`config.mk`:
```
export PLATFORM = sky130hd
export DESIGN_NAME = irqlm_top
export DESIGN_NICKNAME = d
export VERILOG_FILES = /design/src/core/irqlm_pkg.sv /design/src/core/irqlm_if.sv /design/src/core/irqlm_regs.sv /design/src/core/irqlm_cells.sv /design/src/core/irqlm_top.sv
export SDC_FILE = /design/constraint.sdc
export NUM_CORES = 1
export LEC_CHECK = 0
export BUFFER_PORTS_ARGS = -buffer_cell sky130_fd_sc_hd__buf_2
export CAP_MARGIN = 5
export CORE_MARGIN = 5
export CORE_UTILIZATION = 35
export CTS_CLUSTER_SIZE = 16
export DETAILED_ROUTE_END_ITERATION = 12
export HOLD_SLACK_MARGIN = 0.03
export PLACE_DENSITY = 0.53
export SETUP_SLACK_MARGIN = 0.1
export SKIP_LAST_GASP = 1
export SLEW_MARGIN = 10
export SYNTH_ARGS = -nofsm -noshare
export SYNTH_HDL_FRONTEND = slang
export SYNTH_HIERARCHICAL = 1
export SYNTH_SLANG_ARGS = --single-unit
```
`constraint.sdc`:
```
create_clock -name clk -period 1.77 [get_ports clk]
set_clock_uncertainty 0.15 [all_clocks]
set_input_delay 0.2655 -clock clk [delete_from_list [all_inputs] [get_ports clk]]
set_output_delay 0.2655 -clock clk [all_outputs]
set_load 0.01 [all_outputs]
```
`src/core/irqlm_pkg.sv`:
```
package irqlm_pkg;

   // ----------------------------------------------------------------
   // sizes and addresses
   // ----------------------------------------------------------------
   localparam int NSRC = 13;
   localparam int ADDR_W = 12;
   localparam int DATA_W = 8;
   localparam logic [ADDR_W-1:0] ADDR_LINK = 12'h01F;
   localparam logic [ADDR_W-1:0] ADDR_PRBS = 12'h020;
   localparam logic [ADDR_W-1:0] ADDR_DUAL = 12'h021;

   // ----------------------------------------------------------------
   // reset values and writable-bit masks
   // ----------------------------------------------------------------
   localparam logic [DATA_W-1:0] MODE_RESET = 8'h00;
   localparam logic [DATA_W-1:0] RDATA_NONE = 8'h00;
   localparam logic [DATA_W-1:0] LINK_WMASK = 8'h06;
   localparam logic [DATA_W-1:0] PRBS_WMASK = 8'h0F;
   localparam logic [DATA_W-1:0] DUAL_WMASK = 8'hBF;

   // ----------------------------------------------------------------
   // field positions
   // ----------------------------------------------------------------
   localparam int LINK_FIFO_BIT = 1;
   localparam int LINK_SERDES_BIT = 2;
   localparam int DUAL_PDP_BIT = 7;
   localparam int NPRBS = 4;
   localparam int NPAIR = 6;

   // ----------------------------------------------------------------
   // source vector layout
   // ----------------------------------------------------------------
   localparam int SRC_FIFO = 0;
   localparam int SRC_SERDES = 1;
   localparam int SRC_DAC0_PRBS_FAULT = 2;
   localparam int SRC_PAIR0 = 6;
   localparam int SRC_PDP = 12;
   localparam logic [NSRC-1:0] SRC_NONE = 13'h0000;

   // ----------------------------------------------------------------
   // state records
   // ----------------------------------------------------------------
   typedef struct packed {
      logic [DATA_W-1:0] link;
      logic [DATA_W-1:0] prbs;
      logic [DATA_W-1:0] dual;
      logic [DATA_W-1:0] rdata;
   } irqlm_regs_t;

   typedef struct packed {
      logic [NSRC-1:0] flag;
      logic [NSRC-1:0] prev;
   } irqlm_cells_t;

   typedef struct packed {
      logic [NSRC-1:0] status;
      logic [NSRC-1:0] evt_prev;
      logic irq_b;
   } irqlm_top_t;

endpackage

```
`src/core/irqlm_if.sv`:
```
`timescale 1ns/1ps
interface irqlm_if;
   logic [irqlm_pkg::NSRC-1:0] mode;
   logic [irqlm_pkg::NSRC-1:0] evt;
   logic [irqlm_pkg::NSRC-1:0] clr;
   logic [irqlm_pkg::NSRC-1:0] flag;

   modport regs (output mode);
   modport cells (input mode, input evt, input clr, output flag);
   modport core (input mode, output evt, output clr, input flag);
endinterface

```
`src/core/irqlm_regs.sv`:
```
`timescale 1ns/1ps
module irqlm_regs (
   // clock and reset
   input wire logic clk,
   input wire logic rst_b,
   input wire logic ce,
   // register access from the serial control port
   input wire logic reg_wr,
   input wire logic reg_rd,
   input wire logic [irqlm_pkg::ADDR_W-1:0] reg_addr,
   input wire logic [irqlm_pkg::DATA_W-1:0] reg_wdata,
   output logic [irqlm_pkg::DATA_W-1:0] reg_rdata,
   // mode bits toward the latch cells
   irqlm_if.regs ifc
);
   irqlm_pkg::irqlm_regs_t r;
   irqlm_pkg::irqlm_regs_t next_r;

   // ----------------------------------------------------------------
   // writes, reads and reserved bits
   // ----------------------------------------------------------------
   always_comb begin
      next_r = r;
      if (reg_wr) begin
         // reserved bits are masked so they never hold a one
         case (reg_addr)
            irqlm_pkg::ADDR_LINK: next_r.link = reg_wdata & irqlm_pkg::LINK_WMASK;
            irqlm_pkg::ADDR_PRBS: next_r.prbs = reg_wdata & irqlm_pkg::PRBS_WMASK;
            irqlm_pkg::ADDR_DUAL: next_r.dual = reg_wdata & irqlm_pkg::DUAL_WMASK;
            default: next_r = r;
         endcase
      end
      if (reg_rd) begin
         case (reg_addr)
            irqlm_pkg::ADDR_LINK: next_r.rdata = r.link;
            irqlm_pkg::ADDR_PRBS: next_r.rdata = r.prbs;
            irqlm_pkg::ADDR_DUAL: next_r.rdata = r.dual;
            default: next_r.rdata = irqlm_pkg::RDATA_NONE;
         endcase
      end
   end

   always_ff @(posedge clk) begin
      if (!rst_b) begin
         r.link <= irqlm_pkg::MODE_RESET;
         r.prbs <= irqlm_pkg::MODE_RESET;
         r.dual <= irqlm_pkg::MODE_RESET;
         r.rdata <= irqlm_pkg::RDATA_NONE;
      end else if (ce) begin
         r <= next_r;
      end
   end

   // ----------------------------------------------------------------
   // field to source mapping
   // ----------------------------------------------------------------
   always_comb begin
      ifc.mode = irqlm_pkg::SRC_NONE;
      ifc.mode[irqlm_pkg::SRC_FIFO] = r.link[irqlm_pkg::LINK_FIFO_BIT];
      ifc.mode[irqlm_pkg::SRC_SERDES] = r.link[irqlm_pkg::LINK_SERDES_BIT];
      for (int i = 0; i < irqlm_pkg::NPRBS; i++) begin
         ifc.mode[irqlm_pkg::SRC_DAC0_PRBS_FAULT + i] = r.prbs[i];
      end
      // dual bits 0..5: trip, window, rotate, lock, nco, blanking
      for (int j = 0; j < irqlm_pkg::NPAIR; j++) begin
         ifc.mode[irqlm_pkg::SRC_PAIR0 + j] = r.dual[j];
      end
      ifc.mode[irqlm_pkg::SRC_PDP] = r.dual[irqlm_pkg::DUAL_PDP_BIT];
   end

   assign reg_rdata = r.rdata;
endmodule // irqlm_regs

```
`src/core/irqlm_cells.sv`:
```
`timescale 1ns/1ps
module irqlm_cells (
   // clock and reset
   input wire logic clk,
   input wire logic rst_b,
   input wire logic ce,
   // sources, clears and flags
   irqlm_if.cells ifc
);
   irqlm_pkg::irqlm_cells_t c;
   irqlm_pkg::irqlm_cells_t next_c;

   // ----------------------------------------------------------------
   // per-source sticky flag
   // ----------------------------------------------------------------
   always_comb begin
      next_c.prev = ifc.evt;
      next_c.flag = c.flag;
      for (int i = 0; i < irqlm_pkg::NSRC; i++) begin
         if (!ifc.mode[i]) begin
            // live mode clears the flag on the next enabled clock, so switching modes drops it
            next_c.flag[i] = 1'b0;
         end else if (ifc.evt[i] && !c.prev[i]) begin
            // a rising edge wins over a clear in the same cycle
            next_c.flag[i] = 1'b1;
         end else if (ifc.clr[i]) begin
            next_c.flag[i] = 1'b0;
         end
      end
   end

   always_ff @(posedge clk) begin
      if (!rst_b) begin
         c.flag <= irqlm_pkg::SRC_NONE;
         c.prev <= irqlm_pkg::SRC_NONE;
      end else if (ce) begin
         c <= next_c;
      end
   end

   assign ifc.flag = c.flag;
endmodule // irqlm_cells

```
`src/core/irqlm_top.sv`:
```
//
// Operation
// - A set mode bit makes a rising source edge set a sticky flag that pulls irq_b low.
// - A clear mode bit makes status follow the live source with no latching and no irq.
// - Link register bit 2 selects latch mode for the serdes lock event, read/write, reset 0.
// - Link register bit 1 selects latch mode for the lane fifo fault; bit 0 is reserved.
// - Register 0x020 bits 3..0 select latch mode for the dac3..dac0 prbs faults; 7..4 reserved.
// - Register 0x021 bit 7 selects latch mode for pair a power detect fault; bit 6 reserved.
// - Register 0x021 bit 5 selects latch mode for the pair a blanking finished event.
// - Register 0x021 bit 4 selects latch mode for the pair a oscillator align tripped event.
// - Register 0x021 bit 3 selects latch mode for the pair a align locked event.
// - Register 0x021 bit 2 selects latch mode for the pair a align rotated event.
// - Register 0x021 bit 1 selects latch mode for the pair a outside window event.
// - Register 0x021 bit 0 selects align tripped latch mode; all mode bits reset to live.
// - Writing one to a latched flag clears it and releases its pull on irq_b.
//
`timescale 1ns/1ps
module irqlm_top (
   // clock, reset, enable
   input wire logic clk,
   input wire logic rst_b,
   input wire logic ce,
   // register access from the serial control port
   input wire logic reg_wr,
   input wire logic reg_rd,
   input wire logic [irqlm_pkg::ADDR_W-1:0] reg_addr,
   input wire logic [irqlm_pkg::DATA_W-1:0] reg_wdata,
   output logic [irqlm_pkg::DATA_W-1:0] reg_rdata,
   // event sources
   input wire logic serdes_pll_locked,
   input wire logic lane_fifo_fault,
   input wire logic dac0_prbs_fault,
   input wire logic dac1_prbs_fault,
   input wire logic dac2_prbs_fault,
   input wire logic dac3_prbs_fault,
   input wire logic pair_a_power_detect_fault,
   input wire logic pair_a_blanking_finished,
   input wire logic pair_a_osc_align_tripped,
   input wire logic pair_a_align_locked,
   input wire logic pair_a_align_rotated,
   input wire logic pair_a_outside_window,
   input wire logic pair_a_align_tripped,
   // write-one-to-clear strobes from the status registers
   input wire logic [irqlm_pkg::NSRC-1:0] status_clear,
   // status and interrupt
   output logic [irqlm_pkg::NSRC-1:0] status,
   output logic irq_b
);
   irqlm_if ifc ();
   irqlm_pkg::irqlm_top_t t;
   irqlm_pkg::irqlm_top_t next_t;

   // ----------------------------------------------------------------
   // source vector
   // ----------------------------------------------------------------
   // sources come from logic on this clock, so no synchroniser
   assign ifc.evt = {pair_a_power_detect_fault,
                     pair_a_blanking_finished,
                     pair_a_osc_align_tripped,
                     pair_a_align_locked,
                     pair_a_align_rotated,
                     pair_a_outside_window,
                     pair_a_align_tripped,
                     dac3_prbs_fault,
                     dac2_prbs_fault,
                     dac1_prbs_fault,
                     dac0_prbs_fault,
                     serdes_pll_locked,
                     lane_fifo_fault};
   assign ifc.clr = status_clear;

   // ----------------------------------------------------------------
   // submodules
   // ----------------------------------------------------------------
   irqlm_regs u_regs (
      .clk(clk),
      .rst_b(rst_b),
      .ce(ce),
      .reg_wr(reg_wr),
      .reg_rd(reg_rd),
      .reg_addr(reg_addr),
      .reg_wdata(reg_wdata),
      .reg_rdata(reg_rdata),
      .ifc(ifc.regs)
   );

   irqlm_cells u_cells (
      .clk(clk),
      .rst_b(rst_b),
      .ce(ce),
      .ifc(ifc.cells)
   );

   // ----------------------------------------------------------------
   // status view and interrupt
   // ----------------------------------------------------------------
   always_comb begin
      next_t = t;
      next_t.evt_prev = ifc.evt;
      for (int i = 0; i < irqlm_pkg::NSRC; i++) begin
         // latched view one cycle behind live view: flag is itself a flop
         next_t.status[i] = ifc.mode[i] ? ifc.flag[i] : ifc.evt[i];
      end
      // a flag outlives a switch to live mode by one cycle; the mask keeps it off irq_b
      next_t.irq_b = ~|(ifc.flag & ifc.mode);
   end

   always_ff @(posedge clk) begin
      if (!rst_b) begin
         t.status <= irqlm_pkg::SRC_NONE;
         t.evt_prev <= irqlm_pkg::SRC_NONE;
         t.irq_b <= 1'b1;
      end else if (ce) begin
         t <= next_t;
      end
   end

   assign status = t.status;
   assign irq_b = t.irq_b;

   // ----------------------------------------------------------------
   // checks
   // ----------------------------------------------------------------
   logic [irqlm_pkg::NSRC-1:0] rise_set;
   assign rise_set = ifc.mode & ifc.evt & ~t.evt_prev;
endmodule // irqlm_top

```
==> metrics <==
Top FF cell, synth dfxtp_1; CTS H-Tree Depth 3; grt peak-use layer met2; cts repair resizes 0; largest net degree at the start of global routing 58; endpoint type of the worst setup path flip-flop; setup_tns 0 ps; Core ar. ~7800 um2; CTS tree built; Max FO, Critical Path 7; post-DP HPWL between 4 and 5 mm; Residual DRC 0; Unique masters post-synth 34; Syn-to-layout area delta 18.6%; Die Wd 100 um; initial core utilization 0.363; count of buffers from port buffering 70; Peak VDD IR between 0.4 and 0.5 mV; Setup Crit Path Kind in2reg; Synth Register Bits 60; clock-pin slew on the worst setup and hold paths approximately 60 ps; Synth area leaders dfxtp_1 42%, mux2i_1 13%, nor2b_1 8.6%, o21ai_0 5.8%, buf_4 4.5%; vias per inst ~4.8; hold_ws roughly 43 ps; root buffer cell clkbuf_8; Post-Place Cells 445; Hold Crit Start reg_wdata[5]; final setup fails 0; routed wire length 6.73 mm; Die ar. between 9000 and 10,000 um2; met3 Usage GRT 0.0528; GP Congestion 0.772; Syn Inst Count 295; crit path from reg_addr[7]; count leader, synth dfxtp_1; # rows 32; Seq/Total Area, Yosys 0.424; Layout Cells excl Fill about 460; Static Leak 1.40 nW; max cap viols 0; vias in the first global route between 2,000 and 2,500; first-pass GRT wire length around 11 mm; Clock Sinks 60; fin crit share 0.789; crit start category input pin; placed cell area ~3200 um2; crit path DAT about 1500 ps; Layout Nets ~410; # IOs 73; async set-reset flop share out of synthesis 0; most frequent cells after synthesis 60 x dfxtp_1, 39 x nor2b_1, 38 x mux2i_1, 33 x o21ai_0, 17 x buf_4; total CTS buffers 9; via count 2,221; grt met1 use 0.192; Yosys top cell area share 0.424; GR Util met2 0.204; wire per inst 14.7 um; run status finished clean; dominant cell type by area after synthesis dfxtp_1; Worst Path Required roughly 1800 ps; Tmin final ~1400 ps; Post-synth EDFFs 0; GR Overflow Total 0; antenna-violating nets left 0; RSZ-0062 raised after global routing false; initial antenna violation count 0; syn avg cell area 9.61 um2; highest clock rate 716 MHz; chip height ~100 um; fin area 3360 um2; Syn Nets approximately 350; share of layout cells above drive strength 1 0.272; cts hold-fix bufs 0; Worst Hold Class in2reg; antenna cell count 0; DR iter-0 viols 93; buffer depth of the longest clock path 2; Yosys warning total 6; Final Max Tran Viols 0; synthesized area around 2800 um2; Pwr Density 824 nW/um2; Skew-Pair Late Insertion Delay between 300 and 400 ps; reg-to-reg startpoint u_regs/ifc.mode[4]$_SDFFE_PN0P_; Initial DRT Pass Iterations 4; total track usage 0.141; final count of hold timing violations 0; Fill cells between 800 and 900; Post-CTS Setup Repair Bufs 0
[layout make-up]
class,instances,area (um2),area share
Clock buffer,12,165,0.0491
Clock inverter,2,10.0,0.00298
Multi-Input combinational cell,202,1420,0.422
Tap cell,102,128,0.0380
Inverter,5,18.8,0.00558
Timing Repair Buffer,76,420,0.125
Sequential cell,60,1200,0.357
[report_power, final]
group          internal [mW]  switching, mW  leakage (nW)
clock                  0.602          0.504        0.0941
combinational          0.123          0.136         0.820
sequential              1.39         0.0157         0.489
total                   2.11          0.656          1.40
[flip-flops by register name, indices dropped and copies added, names as in the netlist]
signal,cells
u_regs/reg_rdata,7
u_cells/c,13
irq_b,1
u_cells/ifc.flag,13
status,13
u_regs/ifc.mode,13
[metrics by stage]
stage	power, mW	worst slack, ps	utilization
after floorplan	1.57	266	-
after global placement	1.69	52.8	0.408
after detailed placement	1.70	40.3	0.408
after CTS	2.81	376	0.430
after global routing	2.91	236	0.430
final	2.77	374	0.430
[critical path, cell delays in order]
cell	delay [ps]
buf_2	100
nor4_2	300
and4_1	310
nand4_4	220
mux2i_1	210
nor2b_1	60
[per-layer routing]
layer / share of wire / vias up / wire length [um]
li1: - / 1151 / -
met1: 0.49 / 1000 / 3310
met2: 0.42 / 63 / 2820
met3: 0.078 / 7 / 528
met4: 0.0097 / 0 / 65
met5: 0 / - / 0
[kinds of logic (layout without fill, tap and decap cells)]
kind of cell | after synthesis | after routing | synth area share
AO/OA/AOI/OAI | 73 | 73 | 0.159
buffers and inverters | 33 | 95 | 0.0759
flip-flops | 60 | 60 | 0.424
multiplexers | 38 | 38 | 0.134
other | 1 | 1 | 0.00132
AND/OR/NAND/NOR | 90 | 90 | 0.205
[cell usage in the layout, fill, tap and decap left out, types with 5 or more instances in the layout]
master	count
buf_2	70
dfxtp_1	60
nor2b_1	39
mux2i_1	38
o21ai_0	33
a21oi_1	14
nand4b_1	14
nand2_1	13
a21boi_1	13
clkbuf_8	12
a22oi_1	6
nor2_1	5
[worst paths after layout]
kind	to	slack, ps	depth (start not counted)
max	u_regs/ifc.mode[10]$_SDFFE_PN0P_	370	6
min	u_regs/ifc.mode[11]$_SDFFE_PN0P_	40	3
max reg2reg	irq_b$_SDFFE_PN1P_	530	3
min reg2reg	u_regs/reg_rdata[7]$_SDFFE_PN0P_	300	2
Power figures use the tool's default switching activity.
